[config.mk]
export PLATFORM = sky130hd
export DESIGN_NAME = ccqe_top
export DESIGN_NICKNAME = d
export VERILOG_FILES = /design/src/rtl/ccqe_pkg.sv /design/src/rtl/ccqe_aen_enc.sv /design/src/rtl/ccqe_top.sv
export SDC_FILE = /design/constraint.sdc
export NUM_CORES = 1
export LEC_CHECK = 0
export BUFFER_PORTS_ARGS = -buffer_cell sky130_fd_sc_hd__buf_4
export CELL_PAD_IN_SITES_DETAIL_PLACEMENT = 1
export CELL_PAD_IN_SITES_GLOBAL_PLACEMENT = 1
export CORE_ASPECT_RATIO = 1.1
export CORE_UTILIZATION = 47
export CTS_CLUSTER_DIAMETER = 80
export CTS_CLUSTER_SIZE = 10
export DETAILED_ROUTE_END_ITERATION = 10
export PLACE_DENSITY_LB_ADDON = 0.1
export SLEW_MARGIN = 20
export SYNTH_ARGS = -nofsm -noshare
export SYNTH_HDL_FRONTEND = slang
export SYNTH_SLANG_ARGS = --single-unit
[constraint.sdc]
create_clock -name SYS_CLK_I -period 11 [get_ports SYS_CLK_I]
set_clock_uncertainty 0.15 [all_clocks]
set_input_delay 2.2 -clock SYS_CLK_I [delete_from_list [all_inputs] [get_ports SYS_CLK_I]]
set_output_delay 2.2 -clock SYS_CLK_I [all_outputs]
set_load 0.02 [all_outputs]
[src/rtl/ccqe_pkg.sv]
// constants and carrier types shared by the completion-queue create and event block
// assumes a single 125 MHz clock domain and a plain strobe register port
package ccqe_pkg;

	////////////////////////////////////////////////////////////////////////////
	// register offsets (byte addresses)
	localparam logic [7:0] REG_PAGE_CFG   = 8'h00;
	localparam logic [7:0] REG_ADMIN_LO   = 8'h04;
	localparam logic [7:0] REG_ADMIN_HI   = 8'h08;
	localparam logic [7:0] REG_OPCODE     = 8'h0C;
	localparam logic [7:0] REG_CDW10      = 8'h10;
	localparam logic [7:0] REG_CDW11      = 8'h14;
	localparam logic [7:0] REG_PTR_LO     = 8'h18;
	localparam logic [7:0] REG_PTR_HI     = 8'h1C;
	localparam logic [7:0] REG_LIST_ENTRY = 8'h20;
	localparam logic [7:0] REG_GO         = 8'h24;
	localparam logic [7:0] REG_EVT_STS    = 8'h28;
	localparam logic [7:0] REG_EVT_MASK   = 8'h2C;
	localparam logic [7:0] REG_EVT_CODE   = 8'h30;
	localparam logic [7:0] REG_CTRL_STS   = 8'h34;

	////////////////////////////////////////////////////////////////////////////
	// field positions
	localparam int CONTIG_BIT  = 0;
	localparam int IEN_BIT     = 1;
	localparam int QID_LSB     = 0;
	localparam int QSIZE_LSB   = 16;
	localparam int MPS_MSB     = 3;
	localparam int FMT_ACT_MSB = 6;
	localparam int PAUSED_BIT  = 0;
	localparam int LAST_STS_LSB = 16;

	// event status bits
	localparam int EV_RELIAB = 0;
	localparam int EV_TEMP   = 1;
	localparam int EV_SPARE  = 2;
	localparam int EV_NS     = 3;
	localparam int EV_FW     = 4;
	localparam int EV_RESV   = 5;
	localparam int EV_CPL    = 6;
	localparam int NUM_EV    = 7;

	////////////////////////////////////////////////////////////////////////////
	// event type and information codes
	localparam logic [2:0] AEN_TYPE_HEALTH = 3'h1;
	localparam logic [2:0] AEN_TYPE_NOTICE = 3'h2;
	localparam logic [2:0] AEN_TYPE_CSS    = 3'h6;
	localparam logic [7:0] INFO_RELIAB     = 8'h00;
	localparam logic [7:0] INFO_TEMP       = 8'h01;
	localparam logic [7:0] INFO_SPARE      = 8'h02;
	localparam logic [7:0] INFO_NS_CHANGED = 8'h00;
	localparam logic [7:0] INFO_FW_START   = 8'h01;
	localparam logic [7:0] INFO_RESV_LOG   = 8'h00;

	////////////////////////////////////////////////////////////////////////////
	// command and completion constants
	localparam logic [7:0]  CREATE_OPCODE   = 8'h10; // arbitrary value
	localparam logic [14:0] STS_OK          = 15'h0000;
	localparam logic [14:0] STS_BAD_OPCODE  = 15'h0001;
	localparam logic [14:0] STS_BAD_OFFSET  = 15'h0013;
	localparam logic [63:0] CPL_ENTRY_BYTES = 64'h0000_0000_0000_0010;
	localparam int          BASE_PAGE_SHIFT = 12;

	// reset values
	localparam logic [3:0]        RST_MPS  = 4'h0;
	localparam logic [NUM_EV-1:0] RST_MASK = 7'h00;
	localparam logic [7:0]        RST_TAIL = 8'h00;

	////////////////////////////////////////////////////////////////////////////
	// carriers
	typedef struct packed {
		logic       reliab;
		logic       temp;
		logic       spare;
		logic       ns_ident_chg;
		logic       ns_list_chg;
		logic [7:0] fmt_progress;
		logic       fw_start;
		logic       fw_done;
		logic       fw_log_read;
		logic       resv_log;
	} ccqe_events_type;

	typedef struct packed {
		logic [63:0] base;
		logic        is_list;
		logic        ien;
		logic [15:0] qid;
		logic [15:0] qsize;
	} ccqe_queue_type;

	typedef struct packed {
		logic [63:0] addr;
		logic [14:0] status;
	} ccqe_cpl_type;

	typedef struct packed {
		logic       valid;
		logic [2:0] kind;
		logic [7:0] info;
	} ccqe_aen_type;

endpackage

[src/rtl/ccqe_aen_enc.sv]
// event encoder: picks the lowest pending event below the completion bit and gives its type and information code
// assumes pending bits come from registers of the same clock domain
`timescale 1ns/1ps
`default_nettype none

module ccqe_aen_enc (
	input  wire logic [ccqe_pkg::NUM_EV-1:0] pending_i,
	output var  ccqe_pkg::ccqe_aen_type      aen_o
);

	always_comb begin
		aen_o = '0;
		if (pending_i[ccqe_pkg::EV_RELIAB]) begin
			aen_o = {1'b1, ccqe_pkg::AEN_TYPE_HEALTH, ccqe_pkg::INFO_RELIAB}; // RULE1
		end else if (pending_i[ccqe_pkg::EV_TEMP]) begin
			aen_o = {1'b1, ccqe_pkg::AEN_TYPE_HEALTH, ccqe_pkg::INFO_TEMP}; // RULE1
		end else if (pending_i[ccqe_pkg::EV_SPARE]) begin
			aen_o = {1'b1, ccqe_pkg::AEN_TYPE_HEALTH, ccqe_pkg::INFO_SPARE}; // RULE1
		end else if (pending_i[ccqe_pkg::EV_NS]) begin
			aen_o = {1'b1, ccqe_pkg::AEN_TYPE_NOTICE, ccqe_pkg::INFO_NS_CHANGED}; // RULE2
		end else if (pending_i[ccqe_pkg::EV_FW]) begin
			aen_o = {1'b1, ccqe_pkg::AEN_TYPE_NOTICE, ccqe_pkg::INFO_FW_START}; // RULE6
		end else if (pending_i[ccqe_pkg::EV_RESV]) begin
			aen_o = {1'b1, ccqe_pkg::AEN_TYPE_CSS, ccqe_pkg::INFO_RESV_LOG}; // RULE8
		end
	end

endmodule

`default_nettype wire

[src/rtl/ccqe_top.sv]
// create-completion-queue command checker, admin completion poster and event reporter
// assumes host commands are staged through the register port and event pulses
// arrive from logic on the same clock
//
// Functional notes
// RULE1: health info codes: 0 reliability, 1h temperature, 2h spare; 3h-FFh unused.
// RULE2: namespace notice raised when namespace identify data or namespace list change.
// RULE3: namespace utilization changes never raise the namespace notice.
// RULE4: format progress raises notice only on bits 6:0 zero/nonzero transitions.
// RULE5: host then re-reads identify data or fetches the changed namespace log.
// RULE6: firmware activation start raises notice 1h and sets processing paused flag.
// RULE7: firmware notice stays pending until the firmware slot log is read.
// RULE8: command-set event code 0h means reservation log pages are available.
// RULE9: the command creates I/O completion queues; admin queue uses its base register.
// RULE10: host keeps a page pointer list fixed until delete or reset.
// RULE11: only first pointer entry, dwords 10 and 11 are used; others reserved.
// RULE12: contiguous flag set: pointer is 64-bit page-aligned contiguous queue base.
// RULE13: contiguous flag clear: pointer addresses a page-aligned list of page pointers.
// RULE14: host gives the first pointer entry a zero page offset.
// RULE15: host gives every list entry a zero page offset.
// RULE16: any nonzero pointer offset rejects the command with invalid offset status.
// RULE17: contiguous flag is bit 0 of dword 11; one means one buffer.
// RULE18: on completion a status entry is posted to the admin completion queue.
//
// Added by the designer: the placing of the registers and the address-and-strobe port.
`timescale 1ns/1ps
`default_nettype none

module ccqe_top (
	input  wire logic                     SYS_CLK_I,
	input  wire logic                     SRST_I,
	input  wire logic [7:0]               ADDR_I,
	input  wire logic [31:0]              WDATA_I,
	input  wire logic                     WR_I,
	input  wire logic                     RD_I,
	input  wire ccqe_pkg::ccqe_events_type EVT_I,
	output logic      [31:0]              RDATA_O,
	output logic                          IRQ_O,
	output logic                          PAUSED_O,
	output ccqe_pkg::ccqe_aen_type        AEN_O,
	output logic                          CREATE_O,
	output ccqe_pkg::ccqe_queue_type      QUEUE_O,
	output logic                          CPL_VALID_O,
	output ccqe_pkg::ccqe_cpl_type        CPL_O
);

	////////////////////////////////////////////////////////////////////////////
	// state

	typedef struct packed {
		logic [3:0]                  memory_page_size_setting;
		logic [63:0]                 admin_completion_base_reg;
		logic [7:0]                  opcode;
		logic [31:0]                 cdw10;
		logic [31:0]                 cdw11;
		logic [63:0]                 first_queue_pointer_entry;
		logic                        list_bad;
		logic [ccqe_pkg::NUM_EV-1:0] evt_sts;
		logic [ccqe_pkg::NUM_EV-1:0] evt_mask;
		logic                        processing_paused_flag;
		logic                        fmt_active;
		logic [7:0]                  cq_tail;
		logic [14:0]                 last_sts;
		logic [31:0]                 rdata;
		logic                        irq;
		ccqe_pkg::ccqe_aen_type      aen;
		logic                        create;
		ccqe_pkg::ccqe_queue_type    queue;
		logic                        cpl_valid;
		ccqe_pkg::ccqe_cpl_type      cpl;
	} ccqe_state_type;

	ccqe_state_type         r;
	ccqe_state_type         next_r;
	ccqe_pkg::ccqe_aen_type aen_now;

	////////////////////////////////////////////////////////////////////////////
	// helpers

	// true when the address has bits set below the configured memory page size
	function automatic logic ccqe_off_bad(input logic [63:0] ptr, input logic [3:0] mps);
		logic [63:0] mask;
		mask = (64'h0000_0000_0000_0001 << (ccqe_pkg::BASE_PAGE_SHIFT + int'(mps)))
			- 64'h0000_0000_0000_0001;
		return (ptr & mask) != 64'h0000_0000_0000_0000;
	endfunction

	function automatic logic ccqe_hit(input logic [7:0] addr, input logic [7:0] offs);
		return addr == offs;
	endfunction

	////////////////////////////////////////////////////////////////////////////
	// event encoder

	ccqe_aen_enc u_aen_enc (
		.pending_i (r.evt_sts),
		.aen_o     (aen_now)
	);

	////////////////////////////////////////////////////////////////////////////
	// next state

	always_comb begin
		logic                        wr;
		logic                        rd;
		logic                        go;
		logic                        fmt_now;
		logic                        bad_op;
		logic                        bad_off;
		logic [14:0]                 sts;
		logic [ccqe_pkg::NUM_EV-1:0] set;
		logic [ccqe_pkg::NUM_EV-1:0] clr;

		next_r = r;
		wr = WR_I;
		rd = RD_I;
		go = wr && ccqe_hit(ADDR_I, ccqe_pkg::REG_GO);
		set = '0;
		clr = '0;
		bad_op = 1'b0;
		bad_off = 1'b0;
		sts = ccqe_pkg::STS_OK;
		fmt_now = 1'b0;
		next_r.create = 1'b0;
		next_r.cpl_valid = 1'b0;

		// register writes
		if (wr) begin
			unique case (ADDR_I)
				ccqe_pkg::REG_PAGE_CFG: begin
					next_r.memory_page_size_setting = WDATA_I[ccqe_pkg::MPS_MSB:0];
				end
				ccqe_pkg::REG_ADMIN_LO: begin
					next_r.admin_completion_base_reg[31:0] = WDATA_I; // RULE9
				end
				ccqe_pkg::REG_ADMIN_HI: begin
					next_r.admin_completion_base_reg[63:32] = WDATA_I; // RULE9
				end
				ccqe_pkg::REG_OPCODE: begin
					next_r.opcode = WDATA_I[7:0];
				end
				ccqe_pkg::REG_CDW10: begin
					next_r.cdw10 = WDATA_I;
				end
				ccqe_pkg::REG_CDW11: begin
					next_r.cdw11 = WDATA_I;
				end
				ccqe_pkg::REG_PTR_LO: begin
					next_r.first_queue_pointer_entry[31:0] = WDATA_I;
				end
				ccqe_pkg::REG_PTR_HI: begin
					next_r.first_queue_pointer_entry[63:32] = WDATA_I;
				end
				ccqe_pkg::REG_LIST_ENTRY: begin
					// list entries are only checked, never stored; the queue pages
					// themselves stay in host memory
					if (ccqe_off_bad({32'h0000_0000, WDATA_I}, r.memory_page_size_setting)) begin
						next_r.list_bad = 1'b1; // RULE16
					end
				end
				ccqe_pkg::REG_EVT_STS: begin
					clr = WDATA_I[ccqe_pkg::NUM_EV-1:0];
					clr[ccqe_pkg::EV_FW] = 1'b0; // RULE7
				end
				ccqe_pkg::REG_EVT_MASK: begin
					next_r.evt_mask = WDATA_I[ccqe_pkg::NUM_EV-1:0];
				end
				default: begin
				end
			endcase
		end

		// command execution: one cycle from the go strobe to the posted entry
		if (go) begin
			bad_op = r.opcode != ccqe_pkg::CREATE_OPCODE; // RULE9
			bad_off = ccqe_off_bad(r.first_queue_pointer_entry, r.memory_page_size_setting)
				|| (!r.cdw11[ccqe_pkg::CONTIG_BIT] && r.list_bad); // RULE16
			if (bad_op) begin
				sts = ccqe_pkg::STS_BAD_OPCODE;
			end else if (bad_off) begin
				sts = ccqe_pkg::STS_BAD_OFFSET;
			end else begin
				next_r.create = 1'b1;
				next_r.queue.base = r.first_queue_pointer_entry; // RULE11 RULE12
				next_r.queue.is_list = !r.cdw11[ccqe_pkg::CONTIG_BIT]; // RULE13 RULE17
				next_r.queue.ien = r.cdw11[ccqe_pkg::IEN_BIT];
				next_r.queue.qid = r.cdw10[ccqe_pkg::QID_LSB +: 16];
				next_r.queue.qsize = r.cdw10[ccqe_pkg::QSIZE_LSB +: 16];
			end
			next_r.cpl_valid = 1'b1; // RULE18
			next_r.cpl.addr = r.admin_completion_base_reg
				+ ({56'h0, r.cq_tail} * ccqe_pkg::CPL_ENTRY_BYTES); // RULE18
			next_r.cpl.status = sts;
			// tail wraps after 256 posts; the host must have drained that slot by then
			next_r.cq_tail = r.cq_tail + 8'h01;
			next_r.last_sts = sts;
			next_r.list_bad = 1'b0;
			set[ccqe_pkg::EV_CPL] = 1'b1;
		end

		// event detection
		fmt_now = EVT_I.fmt_progress[ccqe_pkg::FMT_ACT_MSB:0] != 7'h00;
		next_r.fmt_active = fmt_now;
		set[ccqe_pkg::EV_RELIAB] = EVT_I.reliab; // RULE1
		set[ccqe_pkg::EV_TEMP] = EVT_I.temp; // RULE1
		set[ccqe_pkg::EV_SPARE] = EVT_I.spare; // RULE1
		// utilization changes have no input here, so they can never raise it
		set[ccqe_pkg::EV_NS] = EVT_I.ns_ident_chg || EVT_I.ns_list_chg // RULE2 RULE3
			|| (fmt_now != r.fmt_active); // RULE4
		set[ccqe_pkg::EV_FW] = EVT_I.fw_start; // RULE6
		set[ccqe_pkg::EV_RESV] = EVT_I.resv_log; // RULE8
		clr[ccqe_pkg::EV_FW] = EVT_I.fw_log_read; // RULE7

		// set wins over a clear in the same cycle
		next_r.evt_sts = (r.evt_sts & ~clr) | set;

		// an activation start wins over a done pulse in the same cycle
		if (EVT_I.fw_start) begin
			next_r.processing_paused_flag = 1'b1; // RULE6
		end else if (EVT_I.fw_done) begin
			next_r.processing_paused_flag = 1'b0;
		end

		// irq follows this cycle's status so it never lags a status read
		next_r.irq = (next_r.evt_sts & next_r.evt_mask) != '0;
		// the event word lags status by one cycle through the encoder
		next_r.aen = aen_now;

		// register reads, answered one cycle later
		next_r.rdata = 32'h0000_0000;
		if (rd) begin
			unique case (ADDR_I)
				ccqe_pkg::REG_PAGE_CFG: begin
					next_r.rdata = {28'h0, r.memory_page_size_setting};
				end
				ccqe_pkg::REG_ADMIN_LO: begin
					next_r.rdata = r.admin_completion_base_reg[31:0];
				end
				ccqe_pkg::REG_ADMIN_HI: begin
					next_r.rdata = r.admin_completion_base_reg[63:32];
				end
				ccqe_pkg::REG_OPCODE: begin
					next_r.rdata = {24'h0, r.opcode};
				end
				ccqe_pkg::REG_CDW10: begin
					next_r.rdata = r.cdw10;
				end
				ccqe_pkg::REG_CDW11: begin
					next_r.rdata = r.cdw11;
				end
				ccqe_pkg::REG_PTR_LO: begin
					next_r.rdata = r.first_queue_pointer_entry[31:0];
				end
				ccqe_pkg::REG_PTR_HI: begin
					next_r.rdata = r.first_queue_pointer_entry[63:32];
				end
				ccqe_pkg::REG_EVT_STS: begin
					next_r.rdata = {25'h0, r.evt_sts};
				end
				ccqe_pkg::REG_EVT_MASK: begin
					next_r.rdata = {25'h0, r.evt_mask};
				end
				ccqe_pkg::REG_EVT_CODE: begin
					next_r.rdata = {20'h0, aen_now};
				end
				ccqe_pkg::REG_CTRL_STS: begin
					// bits 15:9 and 31 read as zero
					next_r.rdata[ccqe_pkg::PAUSED_BIT] = r.processing_paused_flag; // RULE6
					next_r.rdata[7:1] = r.cq_tail[6:0];
					next_r.rdata[8] = r.list_bad;
					next_r.rdata[ccqe_pkg::LAST_STS_LSB +: 15] = r.last_sts;
				end
				default: begin
					next_r.rdata = 32'h0000_0000;
				end
			endcase
		end
	end

	////////////////////////////////////////////////////////////////////////////
	// registers

	always_ff @(posedge SYS_CLK_I) begin
		if (SRST_I) begin
			r <= '0;
			r.memory_page_size_setting <= ccqe_pkg::RST_MPS;
			r.evt_mask <= ccqe_pkg::RST_MASK;
			r.cq_tail <= ccqe_pkg::RST_TAIL;
		end else begin
			r <= next_r;
		end
	end

	assign RDATA_O = r.rdata;
	assign IRQ_O = r.irq;
	assign PAUSED_O = r.processing_paused_flag;
	assign AEN_O = r.aen;
	assign CREATE_O = r.create;
	assign QUEUE_O = r.queue;
	assign CPL_VALID_O = r.cpl_valid;
	assign CPL_O = r.cpl;

endmodule

`default_nettype wire

### Word level (Yosys, flattened, before mapping)

Cells that the tools add are included.

| cells by class | value |
|---|---|
| shifts and indexed selects | 1 |
| muxes and demuxes | 21 |
| reductions and logical operators | 25 |
| eq/ne operators | 15 |
| $add $sub $neg | 4 |
| bitwise gates (word level) | 10 |

Operators by type and width:

| operator | count |
|---|---|
| 64-bit nonzero test | 2 |
| 9-bit case mux with 12 select lines | 1 |
| 15-bit case mux with 7 select lines | 1 |
| 99-bit two-way mux | 1 |
| 80-bit two-way mux | 1 |
| 12-bit two-way mux | 6 |
| 64-bit by 12-bit adder with 64-bit output | 1 |
| 32-bit by 64-bit bitwise AND with 64-bit output | 1 |
| 64-bit bitwise AND | 1 |
| 1-bit by 5-bit left shift with 64-bit output (first input constant) | 1 |
| 64-bit by 1-bit subtractor with 64-bit output (second input constant) | 1 |
| 7-bit case mux with 7 select lines | 1 |
| 8-bit by 6-bit equality test with 1-bit output (second input constant) | 6 |
| 8-bit by 5-bit equality test with 1-bit output (second input constant) | 4 |
| 7-bit two-way mux | 4 |
| 8-bit by 4-bit equality test with 1-bit output (second input constant) | 2 |
| 2-bit AND reduction | 8 |
| 7-bit bitwise AND | 2 |
| 7-bit nonzero test | 2 |
| 5-bit two-way mux | 2 |
| 8-bit by 1-bit adder with 8-bit output (second input constant) | 1 |
| 8-bit by 3-bit equality test with 1-bit output (second input constant) | 1 |
| 8-bit zero test | 1 |
| 8-bit by 5-bit inequality test with 1-bit output (second input constant) | 1 |
| 14 further kinds | 24 |

| word-level totals | value |
|---|---|
| output and inout port bits | 225 |
| bits in registers | 453 |

### Depth between registers and ports, before layout

| depth | value |
|---|---|
| depth in word-level cells | 9 |
| mapped depth | 20 |
| gate-level depth less buffers | 13 |

### Hierarchy

A second synthesis with hierarchy kept.

| second synthesis, totals | value |
|---|---|
| cell total of the unflattened synthesis | 2641 |
| area, all modules | 21280.4 µm² |

By module, submodules not included:

| module | area each (µm²) | cells each | instances |
|---|---|---|---|
| ccqe_top | 21165.3 | 2625 | 1 |
| ccqe_aen_enc | 115.1 | 16 | 1 |

### Least setup slack after synthesis

OpenSTA, ideal clock, no wires.

| timing | value |
|---|---|
| path kind | input -> register |
| from | in ADDR_I[4] |
| to | reg r (netlist bit QUEUE_O[78]) |
| stages on the path | 8 |
| data required time | 10718 ps |
| buffers on the path | 3 |
| arrival | 4100 ps |
| path slack | 6618 ps |
| setup time | 132 ps |
| cell sequence | or4b_1 -> buf_2 -> nor3_4 -> nand3_2 -> buf_2 -> buf_2 -> o31ai_2 -> a21oi_1 |

| on the way | value |
|---|---|
| longest elaborated chain between the ends | 3 |

RTL lines:

| element | RTL line | RTL |
|---|---|---|
| start, declared | ccqe_top.sv:32 | `input wire logic [7:0] ADDR_I,` |
| 8-bit by 6-bit equality test with 1-bit output | ccqe_top.sv:89 | `return addr == offs;` |
| 1-bit logical AND | ccqe_top.sv:117 | `go = wr && ccqe_hit(ADDR_I, ccqe_pkg::REG_GO);` |
| 3-bit AND reduction (no source line) | - |  |
| end signal, assigned | ccqe_top.sv:290 | `r <= next_r;` |
| end, declared | ccqe_top.sv:73 | `ccqe_state_type r;` |

Every way passes these cells.
A chain may end at the register's enable or synchronous reset.

### Final worst setup path

| timing | value |
|---|---|
| from | reg r[466] in the netlist's numbering |
| to | reg r (netlist bit QUEUE_O[20]) |

| on the way | value |
|---|---|
| longest elaborated chain between the ends | 8 |

RTL lines:

| element | RTL line | RTL |
|---|---|---|
| 4-bit by 4-bit adder with 5-bit output | ccqe_top.sv:83 | `mask = (64'h0000_0000_0000_0001 << (ccqe_pkg::BASE_PAGE_SHIFT + int'(mps)))` |
| 1-bit by 5-bit left shift with 64-bit output | ccqe_top.sv:83 |  |
| 64-bit by 1-bit subtractor with 64-bit output | ccqe_top.sv:84 | `- 64'h0000_0000_0000_0001;` |
| 64-bit bitwise AND | ccqe_top.sv:85 | `return (ptr & mask) != 64'h0000_0000_0000_0000;` |
| 64-bit nonzero test | ccqe_top.sv:85 |  |
| 1-bit logical OR | ccqe_top.sv:177 | `\|\| (!r.cdw11[ccqe_pkg::CONTIG_BIT] && r.list_bad);` |
| 1-bit NOT (no source line) | - |  |
| 3-bit AND reduction (no source line) | - |  |

Every way passes these cells.

==> results.json <==
{
  "outcome": "finished, violations left",
  "violations": "DRC",
  "synthSimpleGateAreaFrac_pct": 19.27,
  "fin_total_pwr_mw": 3.154,
  "drv_cap": 0,
  "ff2ff_path_depth": 16,
  "cp.depth": 16,
  "synth-main-ff-cell": "dfxtp_1",
  "viasPerCell": 6.303,
  "hold_viol_final": 0,
  "vdd_drop_max_mv": 0.1032,
  "synthAdderAreaFrac_pct": 0.7824,
  "cts_resized": 0,
  "grt_max_degree": 131,
  "cts.path.max_buffers": 3,
  "cp_cell_sequence": "buf_4, inv_1, ha_1, buf_4, and2_1, nand3_2, ha_1, buf_4, nor2_1, a211oi_1, o31ai_1, and2_1, or3_4, buf_4, o31ai_2, a21oi_1",
  "drt_iter0_drc": 2005,
  "die_y_um": 227.6,
  "worst_pin_slew_ns": 1.069,
  "ys_ff_latch": 434,
  "drt-pass1-iter-count": 11,
  "synth_xor_area_share_pct": 2.336,
  "die_x_um": 207.1,
  "multi_input_area_um2": 10400,
  "drc_errors": 15,
  "antenna_cells": 0,
  "cp.buffers_inverters": 5,
  "postCtsHoldBufs": 0,
  "nets": 2650,
  "clock_sinks": 434,
  "synthesis.area_um2": 21750,
  "post_synth_mux_area_share_pct": 0.4142,
  "n_fill_cell": 5431,
  "grt_pass1_vias": 19670,
  "antenna_found_initial": 0,
  "cts_tree": "done",
  "whs_path_depth": 2,
  "yosys-top-cells-area": "dfxtp_1 (40%), nand2_1 (8.3%), a21oi_1 (8.3%)",
  "path_clk_slew_ns": 0.06,
  "place_congestion": 0.9652,
  "insertion_delay_ns": 0.61,
  "powerDensity_nw_per_um2": 134.0,
  "dr_wl_met2_um": 39230,
  "synth_top_area_cell": "dfxtp_1",
  "yosysSeqAreaShare_pct": 39.95,
  "crit_type": "flop to flop",
  "ff_latch_area_um2": 8688,
  "met1_length_um": 36240,
  "io_buffers": 266,
  "track_usage_pct": 34.98,
  "dp.final_hpwl_um": 59090,
  "synth_commonest_cells": "nand2_1 (481), dfxtp_1 (434), a21oi_1 (360), buf_4 (226), clkbuf_1 (165)",
  "synth_top_family_by_area": "compound AO/OA/AOI/OAI gates",
  "rsz0062_at_grt": "false",
  "ys_types": 82,
  "hold_class": "flop to flop",
  "cp_max_fo": 62,
  "fmax_mhz": 166.0,
  "syn_to_final_growth_pct": 8.244,
  "yosysMostFrequentCell": "nand2_1",
  "htree_levels": 2,
  "cp_slowest_stage_delay_ns": 0.88,
  "netlist.area_leader.share_pct": 39.95,
  "worstPathArrival_ns": 6.39,
  "slowest_stage": "buf_4",
  "gr-total-overflow": 0,
  "fin_crit_sh_pct": 54.75,
  "vias": 19970,
  "required_ns": 11.36,
  "die_area_um2": 47140,
  "cp-end-kind": "flop",
  "grt_first_pass_wirelength_um": 125500,
  "wire_per_inst_um": 26.75,
  "leakagePower_nw": 7.832,
  "drt.antenna.violating_nets": 0,
  "synth_edf_count": 0,
  "pin_count": 286,
  "synth_compound_area_share_pct": 24.42,
  "met3_length_um": 6578,
  "dr.max_layer_used": "met4",
  "tns_ns": 0,
  "postCtsSetupBuffers": 0,
  "cts_root_buffer": "clkbuf_16",
  "ys_warn_count": 0,
  "setup_viol": 0,
  "core_area_um2": 45660,
  "initial_core_util_pct": 47.64,
  "rows": 82,
  "final_layout_size_suffix_gt1_share_pct": 19.53,
  "drv_slew": 0,
  "synthCells": 2647,
  "synthArstFlopShare_pct": 0,
  "maxSlewHeadroom_pct": 28.34,
  "avgSynthCellArea_um2": 8.217,
  "cpMostUsedCell": "buf_4",
  "post-route-min-period_ns": 6.023,
  "cts_buffers": 50,
  "drt-total-wl_um": 84760,
  "crit_family": "simple AND/OR/NAND/NOR gates",
  "start_kind": "flop"
}
## cell usage in the layout (no fill, tap or decap), types with 27 or more instances in the layout
cell,n
o21ai_0,55
inv_1,27
xnor2_1,37
a22oi_1,69
dfxtp_1,434
nor2_1,107
nand2_1,481
a211oi_1,40
buf_4,304
nand4_1,113
clkbuf_16,50
a31oi_1,31
a21oi_1,360
o31ai_2,97
nand3_1,40
## registers in the layout, indices dropped and copies added, names as in the netlist
register / count
r: 228
QUEUE_O: 98
CPL_O: 66
RDATA_O: 32
AEN_O: 6
CPL_VALID_O: 1
CREATE_O: 1
IRQ_O: 1
PAUSED_O: 1
## final cells by class
type / instances / share of cell area, %
sequential: 434 / 36.90
clock inverter: 5 / 0.2179
inverter: 29 / 0.4624
tap: 588 / 3.125
timing repair buffer: 305 / 9.758
multi-input combinational: 1756 / 44.19
clock buffer: 52 / 5.347
## per-stage QoR
step | hold WS, ns | utilization, % | worst slack, ns | instance area, µm² | cells
floorplan | 0.2822 | - | 6.618 | 21810 | 2664
global placement | 0.2910 | 48.70 | 5.178 | 22230 | 3112
detailed placement | 0.2966 | 48.70 | 5.066 | 22230 | 3112
CTS | 0.3054 | 51.56 | 5.034 | 23540 | 3169
global route | 0.3267 | 51.56 | 4.657 | 23540 | 3169
finish | 0.3071 | 51.56 | 4.977 | 23540 | 3169
## per-layer routing
metal	vias up	track usage, %
li1	9010	-
met1	9983	46.38
met2	825	56.71
met3	155	7.145
met4	0	12.25
met5	-	0
## kinds of logic after synthesis
logic type,count (synthesis)
simple gates,891
compound gates,767
buf+inv,474
flops,434
xor+xnor,58
fa+ha+maj,13
mux,9
other cells,1
## final timing paths
path,endpoint,slack [ns],from
hold reg to reg,r[349]$_SDFFE_PP0P_,0.31,r[349]$_SDFFE_PP0P_
hold / removal,r[349]$_SDFFE_PP0P_,0.31,r[349]$_SDFFE_PP0P_
setup reg to reg,QUEUE_O[20]$_SDFFE_PP0P_,4.98,r[466]$_SDFFE_PP0P_
setup / recovery,QUEUE_O[20]$_SDFFE_PP0P_,4.98,r[466]$_SDFFE_PP0P_
## report_power, final
part	internal, mW	leakage [nW]	switching, mW	total, mW
Combinational	0.0263	3.69	0.0883	0.115
Sequential	1.58	3.50	0.00534	1.58
Clock	0.805	0.644	0.652	1.46
## worst min-delay path, cell delays in order, from the launching register on
cell,delay [ns]
dfxtp_1,0.31
nand2_1,0.05
a21oi_1,0.05
Note: power is estimated with default switching activity, not from simulation.
